[config.mk]
export PLATFORM = sky130hd
export DESIGN_NAME = pvs_top
export DESIGN_NICKNAME = d
export VERILOG_FILES = /design/src/common/pvs_pkg.sv /design/src/pvs_sar.sv /design/src/pvs_top.sv
export VERILOG_INCLUDE_DIRS = /design/src /design/src/common
export SDC_FILE = /design/constraint.sdc
export NUM_CORES = 1
export LEC_CHECK = 0
export CAP_MARGIN = 5
export CORE_ASPECT_RATIO = 0.7
export CORE_MARGIN = 8
export CORE_UTILIZATION = 55
export CTS_BUF_LIST = sky130_fd_sc_hd__clkbuf_16
export CTS_CLUSTER_DIAMETER = 80
export CTS_CLUSTER_SIZE = 12
export DETAILED_ROUTE_END_ITERATION = 7
export DONT_BUFFER_PORTS = 1
export HOLD_SLACK_MARGIN = 0.06
export PLACE_DENSITY = 0.7
export SETUP_SLACK_MARGIN = 0.2
export SYNTH_ARGS = -nofsm -noshare
export SYNTH_HDL_FRONTEND = slang
export SYNTH_SLANG_ARGS = --single-unit
export TNS_END_PERCENT = 20
[constraint.sdc]
create_clock -name clk -period 4.3 [get_ports clk]
set_clock_uncertainty 0.15 [all_clocks]
set_input_delay 0.86 -clock clk [delete_from_list [all_inputs] [get_ports clk]]
set_output_delay 0.86 -clock clk [all_outputs]
set_load 0.1 [all_outputs]
[src/common/pvs_params.svh]
`ifndef PVS_PARAMS_SVH
`define PVS_PARAMS_SVH

// ****************************************
// Register map
// ****************************************
`define PVS_ADDR_CTRL       8'h74
`define PVS_ADDR_GAIN       8'h75
`define PVS_CTRL_RESET      8'h00
`define PVS_GAIN_RESET      7'h00
`define PVS_GAIN_MAX        7'h7e
`define PVS_GAIN_RSVD       7'h7f
`define PVS_SAR_FIRST_TRIAL 7'h40

// ****************************************
// Control field positions
// ****************************************
`define PVS_BIT_PIN_EN      7
`define PVS_BIT_CLK_SEL     6
`define PVS_HYST_MSB        5
`define PVS_HYST_LSB        4
`define PVS_BIT_RSVD        3
`define PVS_RATE_MSB        2
`define PVS_RATE_LSB        0

// ****************************************
// Timing
// ****************************************
`define PVS_MCLK_NOM_HZ        64'd12000000
`define PVS_BASE_RATE_MILLIHZ  64'd15625
`define PVS_BASE_DIV           ((`PVS_MCLK_NOM_HZ * 64'd1000) / `PVS_BASE_RATE_MILLIHZ)
`define PVS_SETTLE_CYCLES      4

`endif

[src/common/pvs_pkg.sv]
package pvs_pkg;

  typedef enum logic [1:0] {
    PVS_HYST_NONE = 2'b00,
    PVS_HYST_ONE  = 2'b01,
    PVS_HYST_TWO  = 2'b10,
    PVS_HYST_RSVD = 2'b11
  } pvs_hyst_type;

  typedef struct packed {
    logic         pin_en;
    logic         clk_mclk;
    pvs_hyst_type hyst;
    logic         rsvd;
    logic [2:0]   rate;
  } pvs_ctrl_type;

  typedef enum logic [1:0] {
    PVS_SAR_IDLE   = 2'b00,
    PVS_SAR_SETTLE = 2'b01,
    PVS_SAR_DECIDE = 2'b10
  } pvs_sar_state_type;

  typedef struct packed {
    logic       valid;
    logic [6:0] code;
  } pvs_conv_type;

endpackage

[src/pvs_sar.sv]
`timescale 1ns/1ns
`default_nettype none
`include "pvs_params.svh"

module pvs_sar
  import pvs_pkg::*;
#(
  parameter int SETTLE = `PVS_SETTLE_CYCLES
) (
  input  wire logic   clk,
  input  wire logic   rstn,
  input  wire logic   ce,
  input  wire logic   en,
  input  wire logic   start,
  input  wire logic   cmp_above,
  output logic [6:0]  trial,
  output logic        busy,
  output pvs_conv_type result
);

  pvs_sar_state_type st_q, st_d;
  logic [2:0]        bit_q, bit_d;
  logic [6:0]        trial_q, trial_d;
  logic [3:0]        settle_q, settle_d;
  pvs_conv_type      res_q, res_d;
  logic [6:0]        kept;

  // ****************************************
  // Bit-by-bit approximation
  // ****************************************
  // Each trial waits SETTLE cycles so the synchronised comparator has caught up.
  always_comb begin
    st_d     = st_q;
    bit_d    = bit_q;
    trial_d  = trial_q;
    settle_d = settle_q;
    res_d    = '{valid: 1'b0, code: res_q.code};
    kept     = trial_q;
    if (!en) begin
      st_d    = PVS_SAR_IDLE;
      trial_d = 7'h00;
    end else begin
      case (st_q)
        PVS_SAR_IDLE: begin
          if (start) begin
            trial_d  = `PVS_SAR_FIRST_TRIAL;
            bit_d    = 3'd6;
            settle_d = 4'(SETTLE - 1);
            st_d     = PVS_SAR_SETTLE;
          end
        end
        PVS_SAR_SETTLE: begin
          if (settle_q == 4'd0) begin
            st_d = PVS_SAR_DECIDE;
          end else begin
            settle_d = settle_q - 4'd1;
          end
        end
        PVS_SAR_DECIDE: begin
          if (!cmp_above) begin
            kept[bit_q] = 1'b0;
          end
          if (bit_q == 3'd0) begin
            res_d   = '{valid: 1'b1, code: kept};
            trial_d = kept;
            st_d    = PVS_SAR_IDLE;
          end else begin
            kept[bit_q - 3'd1] = 1'b1;
            trial_d  = kept;
            bit_d    = bit_q - 3'd1;
            settle_d = 4'(SETTLE - 1);
            st_d     = PVS_SAR_SETTLE;
          end
        end
        default: st_d = PVS_SAR_IDLE;
      endcase
    end
  end

  always_ff @(posedge clk or negedge rstn) begin
    if (!rstn) begin
      st_q     <= PVS_SAR_IDLE;
      bit_q    <= 3'd0;
      trial_q  <= 7'h00;
      settle_q <= 4'd0;
      res_q    <= '0;
    end else if (ce) begin
      st_q     <= st_d;
      bit_q    <= bit_d;
      trial_q  <= trial_d;
      settle_q <= settle_d;
      res_q    <= res_d;
    end
  end

  assign trial  = trial_q;
  assign busy   = (st_q != PVS_SAR_IDLE);
  assign result = res_q;

  a_sar_first_trial: assert property (@(posedge clk) disable iff (!rstn) // RULE10
    (ce && en && start && st_q == PVS_SAR_IDLE) |=> (trial_q == `PVS_SAR_FIRST_TRIAL))
    else $error("conversion did not start at mid-scale");

  // A frozen clock enable holds the strobe, so only a freshly registered strobe is judged.
  a_sar_done_idle: assert property (@(posedge clk) disable iff (!rstn) // RULE10
    (res_q.valid && $past(ce)) |-> (st_q == PVS_SAR_IDLE && !$past(res_q.valid)))
    else $error("result strobe not a single pulse at the end of a conversion");

endmodule // pvs_sar

`default_nettype wire

[src/pvs_top.sv]
// Overview of operation
// RULE1: Control bit 7 selects pin volume; cleared keeps register volume and converter off.
// RULE2: Control bit 6 picks converter clock: 0 internal oscillator, 1 master clock.
// RULE3: Hysteresis field: none, plus/minus one, plus/minus two codes; 11 never written.
// RULE4: Three-bit rate field: 15.625 Hz at code 000, doubling to 2 kHz at 111.
// RULE5: On the internal oscillator the same divisors apply, so rates scale with it.
// RULE6: Gain readback is 7 bits: 0 means 18 dB, 0.5 dB per step down.
// RULE7: From code 0x5b steps are 1 dB down to -63 dB; code 0x7f reserved.
// RULE8: Software writes only zero to the top bit of the gain readback register.
// RULE9: Software writes only the reset value to reserved control bit 3.
// RULE10: Pin mode updates the gain once per sample and drives the playback volume.
`timescale 1ns/1ns
`default_nettype none
`include "pvs_params.svh"

module pvs_top
  import pvs_pkg::*;
#(
  parameter int BASE_DIV = int'(`PVS_BASE_DIV),
  parameter int SETTLE   = `PVS_SETTLE_CYCLES
) (
  input  wire logic        clk,
  input  wire logic        rstn,
  input  wire logic        ce,
  input  wire logic        reg_wr,
  input  wire logic        reg_rd,
  input  wire logic [7:0]  reg_addr,
  input  wire logic [7:0]  reg_wdata,
  output logic      [7:0]  reg_rdata,
  input  wire logic        rc_osc_tick,
  input  wire logic        mclk_tick,
  input  wire logic        pin_cmp_above,
  output logic      [6:0]  sar_trial,
  output logic             adc_pwr_en,
  output logic             adc_clk_mclk,
  input  wire logic [6:0]  reg_volume,
  output logic      [6:0]  dac_volume,
  output logic             dac_volume_from_pin
);

  // ****************************************
  // Comparator synchroniser
  // ****************************************
  // The comparator is analogue and asynchronous; a new level counts only once
  // the second and third stages agree, which also rejects single-cycle glitches.
  logic sync1_q, sync2_q, sync3_q, cmp_q, cmp_d;

  always_comb begin
    cmp_d = (sync2_q == sync3_q) ? sync3_q : cmp_q;
  end

  always_ff @(posedge clk or negedge rstn) begin
    if (!rstn) begin
      sync1_q <= 1'b0;
      sync2_q <= 1'b0;
      sync3_q <= 1'b0;
      cmp_q   <= 1'b0;
    end else if (ce) begin
      sync1_q <= pin_cmp_above;
      sync2_q <= sync1_q;
      sync3_q <= sync2_q;
      cmp_q   <= cmp_d;
    end
  end

  // ****************************************
  // Registers
  // ****************************************
  pvs_ctrl_type ctrl_q, ctrl_d;
  logic [6:0]   gain_q, gain_d;
  logic [7:0]   rdata_q, rdata_d;
  logic         first_q, first_d;
  logic [6:0]   dvol_q, dvol_d;
  logic [19:0]  div_q, div_d;
  logic         start_q, start_d;
  logic         sar_busy;
  pvs_conv_type conv;
  logic [6:0]   clipped;
  logic [6:0]   diff;
  logic [6:0]   hyst_span;
  logic         accept;
  logic         src_tick;
  logic [19:0]  div_limit;

  function automatic logic [6:0] hyst_width(input pvs_hyst_type h);
    case (h)
      PVS_HYST_NONE: hyst_width = 7'd0;
      PVS_HYST_ONE:  hyst_width = 7'd1;
      default:       hyst_width = 7'd2;
    endcase
  endfunction

  // Control writes store every bit, including the reserved bit 3, so that a
  // read returns what software wrote. Writes to the gain readback are dropped.
  always_comb begin
    ctrl_d = ctrl_q;
    if (reg_wr && reg_addr == `PVS_ADDR_CTRL) begin
      ctrl_d = pvs_ctrl_type'(reg_wdata); // RULE9
    end
  end

  always_comb begin
    rdata_d = rdata_q;
    if (reg_rd) begin
      case (reg_addr)
        `PVS_ADDR_CTRL: rdata_d = 8'(ctrl_q);
        `PVS_ADDR_GAIN: rdata_d = {1'b0, gain_q}; // RULE6 RULE8
        default:        rdata_d = 8'h00;
      endcase
    end
  end

  // ****************************************
  // Sample-rate divider
  // ****************************************
  // Both clock sources use the same divisor, so oscillator rates track its
  // actual frequency.
  always_comb begin
    src_tick  = ctrl_q.clk_mclk ? mclk_tick : rc_osc_tick; // RULE2 RULE5
    div_limit = 20'(BASE_DIV >> ctrl_q.rate) - 20'd1; // RULE4
    div_d     = div_q;
    start_d   = 1'b0;
    if (!ctrl_q.pin_en) begin
      div_d = 20'd0; // RULE1
    end else if (src_tick) begin
      if (div_q >= div_limit) begin
        div_d   = 20'd0;
        start_d = !sar_busy;
      end else begin
        div_d = div_q + 20'd1;
      end
    end
  end

  // ****************************************
  // Gain update with hysteresis
  // ****************************************
  always_comb begin
    clipped   = (conv.code == `PVS_GAIN_RSVD) ? `PVS_GAIN_MAX : conv.code; // RULE7
    diff      = (clipped > gain_q) ? (clipped - gain_q) : (gain_q - clipped);
    hyst_span = hyst_width(ctrl_q.hyst); // RULE3
    accept    = conv.valid && (first_q || diff > hyst_span);
    gain_d    = accept ? clipped : gain_q; // RULE10
    first_d   = first_q;
    if (!ctrl_q.pin_en) begin
      first_d = 1'b1;
    end else if (conv.valid) begin
      first_d = 1'b0;
    end
    dvol_d = ctrl_q.pin_en ? gain_q : reg_volume; // RULE1 RULE10
  end

  always_ff @(posedge clk or negedge rstn) begin
    if (!rstn) begin
      ctrl_q  <= pvs_ctrl_type'(`PVS_CTRL_RESET);
      gain_q  <= `PVS_GAIN_RESET;
      rdata_q <= 8'h00;
      first_q <= 1'b1;
      dvol_q  <= 7'h00;
      div_q   <= 20'h0_0000;
      start_q <= 1'b0;
    end else if (ce) begin
      ctrl_q  <= ctrl_d;
      gain_q  <= gain_d;
      rdata_q <= rdata_d;
      first_q <= first_d;
      dvol_q  <= dvol_d;
      div_q   <= div_d;
      start_q <= start_d;
    end
  end

  pvs_sar #(
    .SETTLE (SETTLE)
  ) u_sar (
    .clk       (clk),
    .rstn      (rstn),
    .ce        (ce),
    .en        (ctrl_q.pin_en),
    .start     (start_q),
    .cmp_above (cmp_q),
    .trial     (sar_trial),
    .busy      (sar_busy),
    .result    (conv)
  );

  assign reg_rdata           = rdata_q;
  assign adc_pwr_en          = ctrl_q.pin_en; // RULE1
  assign adc_clk_mclk        = ctrl_q.clk_mclk; // RULE2
  assign dac_volume          = dvol_q;
  assign dac_volume_from_pin = ctrl_q.pin_en;

  // ****************************************
  // Checks
  // ****************************************
  a_pwr_follows_write: assert property (@(posedge clk) disable iff (!rstn) // RULE1
    (ce && reg_wr && reg_addr == `PVS_ADDR_CTRL) |=> (adc_pwr_en == $past(reg_wdata[7])))
    else $error("converter power does not follow control bit 7");

  a_clk_sel_write: assert property (@(posedge clk) disable iff (!rstn) // RULE2
    (ce && reg_wr && reg_addr == `PVS_ADDR_CTRL) |=> (adc_clk_mclk == $past(reg_wdata[6])))
    else $error("converter clock select does not follow control bit 6");

  a_off_sar_idle: assert property (@(posedge clk) disable iff (!rstn) // RULE1
    (ce && !ctrl_q.pin_en) |=> ##1 !sar_busy)
    else $error("converter active while pin volume is off");

  a_hyst_holds_gain: assert property (@(posedge clk) disable iff (!rstn) // RULE3
    (ce && conv.valid && !first_q && diff <= hyst_width(ctrl_q.hyst)) |=> $stable(gain_q))
    else $error("gain moved inside the hysteresis band");

  a_gain_takes_sample: assert property (@(posedge clk) disable iff (!rstn) // RULE10
    (ce && conv.valid && diff > hyst_width(ctrl_q.hyst)) |=> (gain_q == $past(clipped)))
    else $error("gain not updated from a sample outside the band");

  a_gain_never_rsvd: assert property (@(posedge clk) disable iff (!rstn) // RULE7
    gain_q != `PVS_GAIN_RSVD)
    else $error("reserved gain code reached the readback");

  a_gain_readback: assert property (@(posedge clk) disable iff (!rstn) // RULE6
    (ce && reg_rd && reg_addr == `PVS_ADDR_GAIN) |=> (reg_rdata == {1'b0, $past(gain_q)}))
    else $error("gain readback mismatch");

  a_volume_source: assert property (@(posedge clk) disable iff (!rstn) // RULE10
    (ce && ctrl_q.pin_en && $stable(ctrl_q)) ##1 ce |-> (dac_volume == $past(gain_q)))
    else $error("playback volume not taken from the pin gain");

endmodule // pvs_top

`default_nettype wire

==> run summary, run 1 <==
========================================================================================
Result of the run                                                           finished clean
Ys flop type                                                                     dfrtp_1
Routed via count                                                                    4088
Cell Rows                                                                             29
Minimum setup slack in the final design                                         0.478 ns
Starting density of the core                                                       0.561
Most frequent cell after synthesis                                               dfrtp_1
Largest driver fanout on the critical path                                             6
Number of DRC markers after the initial detailed-route iteration                     248
Maximum buffer depth of the clock tree                                                 2
Max transition margin                                                              0.356
Total iterations of the first detailed-routing run                                     5
Reg clk slew, reported paths                                                     0.06 ns
DIE AREA                                                                     12500 sq um
Horizontal die dimension                                                          130 um
Largest net degree at the start of global routing                                     51
Most numerous cell types in the synthesized netlist                         dfrtp_1, nand2_1, o21ai_0, nor2_1
Total I/O pin count                                                                   56
CTS root buf                                                                   clkbuf_16
Cell type with the largest total area after synthesis                            dfrtp_1
Global router's overall resource usage                                             0.212
Via-per-instance ratio                                                              6.00
Height of the chip                                                               96.1 um
Sum of routed wire length over all layers                                        12.8 mm
Average cell area after synthesis                                             9.01 sq um
Vias in the first global route                                                      3942
Maximum operating frequency                                                    0.262 GHz
Number of pins exceeding their max-slew limit in the final report                      0
Count of different cell masters after synthesis                                       65
Portion of the clock cycle consumed by the worst path in the final layout          0.889
Leakage power total                                                              2.50 nW
First-pass GRT wire length                                                       20.6 mm
Clock tree from TritonCTS                                                            yes
Yosys reg bits                                                                        80
Share of layout cells above drive strength 1                                      0.0862
Initial antenna violation count                                                        0
Number of max-capacitance violations reported                                          0
Pre-CTS WS                                                                      0.208 ns
Number of buffers created by CTS                                                       9
Post-Synthesis Net Count                                                             628
Worst reg-to-reg setup slack                                                     0.48 ns
Largest cells by area after synthesis                                       dfrtp_1, ha_1, nand2_1
Reg2Reg Depth                                                                         15
Worst min-delay path category                                                   in2async
Placeable core region                                                         9000 sq um
Global placement routability congestion                                            0.938
Required time at the endpoint of the critical path                               4.40 ns
Clock H-tree levels                                                                    3
PortBufs                                                                               0
Yosys synthesis warning count                                                          0
Antenna cells                                                                          0
Remaining design rule violation count                                                  0
Clock sinks                                                                           80
Data arrival time of the critical path                                           3.92 ns
Clock latency on the worst-skew pair                                             0.33 ns
Number of enable-type register cells in the synthesized netlist                        0
Fraction of registers with async set/reset                                          1.00
Critical-path top delay cell                                                     dfrtp_1
Element type at the critical path end                                           register
Setup repair after global routing missed its margin                                   no
Max rail drop VDD                                                                 248 uV
Worst flop-to-flop path endpoint                                            gain_q[2]$_DFFE_PN0P_
R2R Path Start                                                              u_sar.result[1]$_DFFE_PN0P_
Total power density per cell area                                            314 nW/um^2
Cell breakdown of the critical path                                         inv_1 > o31ai_4 > inv_1 > ha_1 > nand3_1 > o32a_1 > o21ai_0 > mux2i_1 > ha_1 > a21o_1 > a21oi_1 > o2111ai_1 > o221ai_4 > buf_4 > mux2i_1
Final number of hold-violating endpoints                                               0
Cell count after synthesis                                                           560
GRT Residual Overflow                                                                  0
Synth-to-layout area growth                                                        8.16%
Setup TNS                                                                           0 ns
DR WL/cell                                                                       18.8 um
Antenna viol nets, final                                                               0
Transition time at the pin with the least slew margin                           0.966 ns
Share of synthesized area occupied by flip-flops and latches                       0.397
Post-Synthesis Cell Area                                                      5050 sq um
Final cell area excluding filler cells                                        5460 sq um
NumNets Final                                                                        620
Startpoint Class                                                                register
Final Setup Violations                                                                 0
Clock period minus final worst setup slack                                       3.82 ns
Top cell type's share of synthesized area                                          0.392
Post-place instance area                                                      5100 sq um
Detailed-placement wirelength estimate                                           9.31 mm
Class of the most critical setup path                                            reg2reg
Largest stage delay on the critical path                                         0.42 ns
========================================================================================
-- power breakdown --
part | internal (mW) | switching (mW) | total, mW
logic | 0.0582 | 0.0933 | 0.152
registers | 0.774 | 0.0801 | 0.855
clock network | 0.391 | 0.315 | 0.706
-- how the worst max path moves through the flow --
| stage | startpoint | to | slack [ns] | cells after the start |
|---|---|---|---|---|
| detailed placement | u_sar.result[1]$_DFFE_PN0P_ | gain_q[6]$_DFFE_PN0P_ | 0.21 | 14 |
| global placement | u_sar.result[1]$_DFFE_PN0P_ | gain_q[6]$_DFFE_PN0P_ | 0.48 | 14 |
| CTS | u_sar.result[1]$_DFFE_PN0P_ | gain_q[6]$_DFFE_PN0P_ | 0.31 | 14 |
| floorplan | u_sar.result[1]$_DFFE_PN0P_ | gain_q[6]$_DFFE_PN0P_ | 0.71 | 14 |
| global route | u_sar.result[1]$_DFFE_PN0P_ | gain_q[1]$_DFFE_PN0P_ | 0.24 | 15 |
| finish | u_sar.result[1]$_DFFE_PN0P_ | gain_q[2]$_DFFE_PN0P_ | 0.48 | 15 |
-- layout make-up --
type / instances / area [sq um]
clock inverter: 7 / 47.5
sequential: 80 / 2000
timing repair buffer: 8 / 82.6
tap: 124 / 155
fill: 815 / 3540
inverter: 36 / 135
clock buffer: 9 / 225
multi-input combinational: 417 / 2810
-- registers in the layout (all words and copies together) (netlist names) --
register / cells
div_q: 20
u_sar.st_q: 2
reg_rdata: 8
start_q: 1
adc_pwr_en: 1
dac_volume: 7
first_q: 1
sync1_q: 1
adc_clk_mclk: 1
sync3_q: 1
u_sar.settle_q: 4
u_sar.bit_q: 3
ctrl_q: 6
gain_q: 7
sync2_q: 1
u_sar.result: 8
cmp_q: 1
u_sar.trial: 7
-- metrics by stage --
stage | power, mW | std cells | util | hold slack (ns)
floorplan | 0.971 | 560 | - | 0.299
finish | 1.71 | 681 | 0.607 | 0.0769
CTS | 1.73 | 677 | 0.602 | 0.0637
global route | 1.77 | 681 | 0.607 | 0.0619
detailed placement | 1.00 | 659 | 0.567 | 0.338
global placement | 1.00 | 659 | 0.567 | 0.336
-- placed cells by master, fill, tap and decap left out, drive strengths merged, types with 2 or more instances in the layout --
cell / count
mux2: 9
nand2: 65
a21o: 11
and3: 6
nor2: 41
or2: 2
xor2: 2
a22oi: 7
nor3: 13
nor4: 7
mux2i: 19
nand4: 7
inv: 38
o211ai: 3
o31ai: 10
clkinvlp: 3
ha: 35
xnor2: 4
nand2b: 11
nor3b: 4
o21ai: 50
clkbuf: 9
o21a: 7
clkinv: 2
buf: 7
and2: 2
or3: 3
a21bo: 2
o211a: 4
nand4b: 2
a21oi: 30
fa: 2
o22ai: 3
nor2b: 11
a2111oi: 2
a31oi: 8
nand3: 19
dfrtp: 79
a22o: 4
-- critical path: cells and delay by family, from the launching register on --
kind / cells / cell delay, ns
AOI/OAI and AO/OA: 7 / 1.66
adders and majority gates: 2 / 0.57
buffers and inverters: 3 / 0.41
DFF: 1 / 0.42
muxes: 2 / 0.44
and+or+nand+nor: 1 / 0.09
-- metal layers --
metal,wire length [um],GRT usage,vias up
met5,0,0,-
met1,6270,0.308,1971
met3,1070,0.0570,8
met2,5400,0.311,126
met4,69,0.0428,0
li1,-,-,1983
-- repair_timing --
item                                    4_1_cts  5_1_grt
endpoints found under the setup margin        1        3
setup buffers                                 0        4
pin swaps                                     0        1
gates resized for setup                       1        1
hold buffers                                  2        0
hold endpoints to repair                     50        0
-- cell families (layout without fill, tap and decap cells) --
group / count (synthesis) / count (layout) / share of synthesized area
buffers and inverters: 63 / 60 / 0.0501
XOR/XNOR: 6 / 6 / 0.0104
flip-flops: 80 / 80 / 0.397
multiplexers: 28 / 28 / 0.0578
adder cells (fa/ha/maj): 37 / 37 / 0.0947
AND/OR/NAND/NOR: 193 / 193 / 0.188
AO/OA/AOI/OAI: 153 / 153 / 0.202
No activity file was read; power rests on OpenSTA's default activity.
==> inputs of run 2 (changes only) <==
--- a/config.mk
+++ b/config.mk
@@ -6,6 +6,7 @@
 export SDC_FILE = /design/constraint.sdc
 export NUM_CORES = 1
 export LEC_CHECK = 0
+export BUFFER_PORTS_ARGS = -buffer_cell sky130_fd_sc_hd__buf_4
 export CAP_MARGIN = 5
 export CORE_ASPECT_RATIO = 0.7
 export CORE_MARGIN = 8
@@ -14,9 +15,8 @@
 export CTS_CLUSTER_DIAMETER = 80
 export CTS_CLUSTER_SIZE = 12
 export DETAILED_ROUTE_END_ITERATION = 7
-export DONT_BUFFER_PORTS = 1
 export HOLD_SLACK_MARGIN = 0.06
-export PLACE_DENSITY = 0.7
+export PLACE_DENSITY = 0.76
 export SETUP_SLACK_MARGIN = 0.2
 export SYNTH_ARGS = -nofsm -noshare
 export SYNTH_HDL_FRONTEND = slang
==> run 2 against run 1 <==
Against the previous run:
- die area did not move
- hold slack better by 0.26 ns
- final area increased by 7.5%
- core utilization increased by 4.5 points
- non-clock buffer count up 54
- wire length up 5.2%
- critical path depth down 1
- critical endpoint is now gain_q[6]$_DFFE_PN0P_
- highest routed layer unchanged
==> run summary, run 2 (synthesis gave the netlist of run 1 again) <==
========================================================================================
Number of placed cells counting well taps                                            717   was 659
R2R Path Start                                                              u_sar.result[4]$_DFFE_PN0P_   was u_sar.result[1]$_DFFE_PN0P_
Most frequent standard cell in the layout excluding fill and tap cells           dfrtp_1   unchanged
Final number of hold-violating endpoints                                               0   unchanged
Largest register FFs                                                                  20   unchanged
DR WL/cell                                                                       18.3 um   was 18.8 um
Setup repair after global routing missed its margin                                   no   unchanged
GRT Residual Overflow                                                                  0   unchanged
Maximum buffer depth of the clock tree                                                 2   unchanged
Number of fillers in the final layout                                                785   was 815
Remaining design rule violation count                                                  0   unchanged
Final Core Density                                                                 0.652   was 0.607
Minimum setup slack in the final design                                         0.515 ns   was 0.478 ns
Most frequent cell on the critical path                                             ha_1
Cell Rows                                                                             29   unchanged
Sum of routed wire length over all layers                                        13.5 mm   was 12.8 mm
Largest stage delay on the critical path                                         0.40 ns   was 0.42 ns
Max transition margin                                                              0.328   was 0.356
DIE AREA                                                                     12500 sq um   unchanged
Total I/O pin count                                                                   56   unchanged
Detailed-placement wirelength estimate                                           9.81 mm   was 9.31 mm
Number of buffers created by CTS                                                       9   unchanged
NumNets Final                                                                        674   was 620
Worst Hold Launch                                                           reg_rdata[1]$_DFFE_PN0P_
Required time at the endpoint of the critical path                               4.37 ns   was 4.40 ns
Synth-to-layout area growth                                                        16.3%   was 8.16%
Routed via count                                                                    4319   was 4088
Cell breakdown of the critical path                                         nand4_1 > o31ai_4 > inv_1 > ha_1 > nand3_1 > o32a_1 > o21ai_0 > mux2i_1 > ha_1 > a21o_1 > a21oi_1 > o2111ai_1 > o221ai_4 > mux2_1   was inv_1 > o31ai_4 > inv_1 > ha_1 > nand3_1 > o32a_1 > o21ai_0 > mux2i_1 > ha_1 > a21o_1 > a21oi_1 > o2111ai_1 > o221ai_4 > buf_4 > mux2i_1
Portion of the clock cycle consumed by the worst path in the final layout          0.880   was 0.889
CTS Hold Bufs                                                                          0   was 2
Worst reg-to-reg setup slack                                                     0.51 ns   was 0.48 ns
First-pass GRT wire length                                                       21.7 mm   was 20.6 mm
Total power density per cell area                                            314 nW/um^2   about the same
Startpoint Class                                                                register   unchanged
CTS root buf                                                                   clkbuf_16   unchanged
Pre-CTS WS                                                                      0.299 ns   was 0.208 ns
Data arrival time of the critical path                                           3.85 ns   was 3.92 ns
Clock sinks                                                                           80   unchanged
Element type at the critical path end                                           register   unchanged
Final Setup Violations                                                                 0   unchanged
Starting density of the core                                                       0.561   unchanged
Clock period minus final worst setup slack                                       3.79 ns   was 3.82 ns
Vias in the first global route                                                      4169   was 3942
Setup TNS                                                                           0 ns   unchanged
Placeable core region                                                         9000 sq um   unchanged
Reg clk slew, reported paths                                                     0.06 ns   about the same
Transition time at the pin with the least slew margin                            1.01 ns   was 0.966 ns
Number of pins exceeding their max-slew limit in the final report                      0   unchanged
Leakage power total                                                              2.80 nW   was 2.50 nW
Via-per-instance ratio                                                              5.88   was 6.00
Antenna cells                                                                          0   unchanged
Total iterations of the first detailed-routing run                                     5   unchanged
Worst flop-to-flop path endpoint                                            gain_q[6]$_DFFE_PN0P_   was gain_q[2]$_DFFE_PN0P_
Clock latency on the worst-skew pair                                             0.34 ns   was 0.33 ns
Clock tree from TritonCTS                                                            yes   unchanged
Leading cell types in the layout, fill and taps excluded                    dfrtp_1, nand2_1, buf_4   was dfrtp_1, nand2_1, o21ai_0
Min-Delay Endpoint                                                          reg_rdata[1]$_DFFE_PN0P_
Horizontal die dimension                                                          130 um   unchanged
Overall power after layout                                                       1.84 mW   was 1.71 mW
Clock H-tree levels                                                                    3   unchanged
Max rail drop VDD                                                                 237 uV   was 248 uV
Hold path depth                                                                        2
Global placement routability congestion                                            0.880   was 0.938
Filler-free cell count of the finished design                                        735   was 681
Largest net degree at the start of global routing                                     81   was 51
Share of layout cells above drive strength 1                                       0.160   was 0.0862
Sequential cell area                                                          2000 sq um   about the same
Number of DRC markers after the initial detailed-route iteration                     327   was 248
PortBufs                                                                              55   was 0
Global router's overall resource usage                                             0.225   was 0.212
Result of the run                                                           finished clean   unchanged
Number of max-capacitance violations reported                                          0   unchanged
Initial antenna violation count                                                        0   unchanged
Largest driver fanout on the critical path                                             4   was 6
Critical-path top delay cell                                                     dfrtp_1   unchanged
Biggest register                                                                   div_q   unchanged
Reg2Reg Depth                                                                         14   was 15
Class of the most critical setup path                                            reg2reg   unchanged
Maximum operating frequency                                                    0.264 GHz   was 0.262 GHz
Worst min-delay path category                                                    reg2reg   was in2async
Antenna viol nets, final                                                               0   unchanged
Height of the chip                                                               96.1 um   unchanged
Total area of multi-input combinational cells                                 2800 sq um   was 2810 sq um
========================================================================================
run 2: changes by cell type in the layout (fill, tap and decap cells not counted), moves of 2 or more:
cell / change
buf_4: +56
bufinv_16: +2
clkinv_1: +2
clkinvlp_4: -3
inv_6: -2
run 2: layer usage:
layer | global-route usage | vias to the layer above | wire length [um]
met5 | 0 | - | 0
met4 | 0.0571 | 0 | 201
met3 | 0.0675 | 17 | 1060
met2 | 0.325 | 162 | 5580
met1 | 0.322 | 2044 | 6620
li1 | - | 2096 | -
run 2: per-stage QoR:
stage / hold WS [ns] / area [sq um]
after detailed placement: 0.322 / 5530
after global routing: 0.351 / 5870
after floorplan: 0.299 / 5050
final: 0.334 / 5870
after CTS: 0.334 / 5840
after global placement: 0.315 / 5530
run 2: area by class of cell:
class	count	area share
Clock inverter	7	0.0134
Clock buffer	9	0.0384
Inverter	36	0.0230
Multi-Input combinational cell	417	0.478
Sequential cell	80	0.341
Tap cell	124	0.0264
Timing Repair Buffer	62	0.0793
run 2: critical path: cells and delay by family (launching register included):
kind	cells	cell delay, ns
adders and majority gates	2	0.58
DFF	1	0.40
buffers and inverters	1	0.07
muxes	2	0.61
and+or+nand+nor	2	0.30
AOI/OAI and AO/OA	7	1.56
run 2: worst max-delay path by stage:
stage | start | endpoint | slack (ns) | depth (start not counted)
final | u_sar.result[4]$_DFFE_PN0P_ | gain_q[6]$_DFFE_PN0P_ | 0.51 | 14
after global routing | u_sar.result[1]$_DFFE_PN0P_ | gain_q[1]$_DFFE_PN0P_ | 0.21 | 15
after detailed placement | u_sar.result[1]$_DFFE_PN0P_ | gain_q[6]$_DFFE_PN0P_ | 0.30 | 14
after CTS | u_sar.result[1]$_DFFE_PN0P_ | gain_q[6]$_DFFE_PN0P_ | 0.29 | 14
after global placement | u_sar.result[1]$_DFFE_PN0P_ | gain_q[6]$_DFFE_PN0P_ | 0.35 | 14
after floorplan | u_sar.result[1]$_DFFE_PN0P_ | gain_q[6]$_DFFE_PN0P_ | 0.71 | 14
run 2: repair_timing:
item / in CTS / in global routing
setup endpoints to repair: 0 / 7
resized for setup: 0 / 2
setup buffers: 0 / 2
run 2: power breakdown:
group | internal [mW] | switching, mW
clock network | 0.498 | 0.296
logic | 0.0806 | 0.158
registers | 0.776 | 0.0315
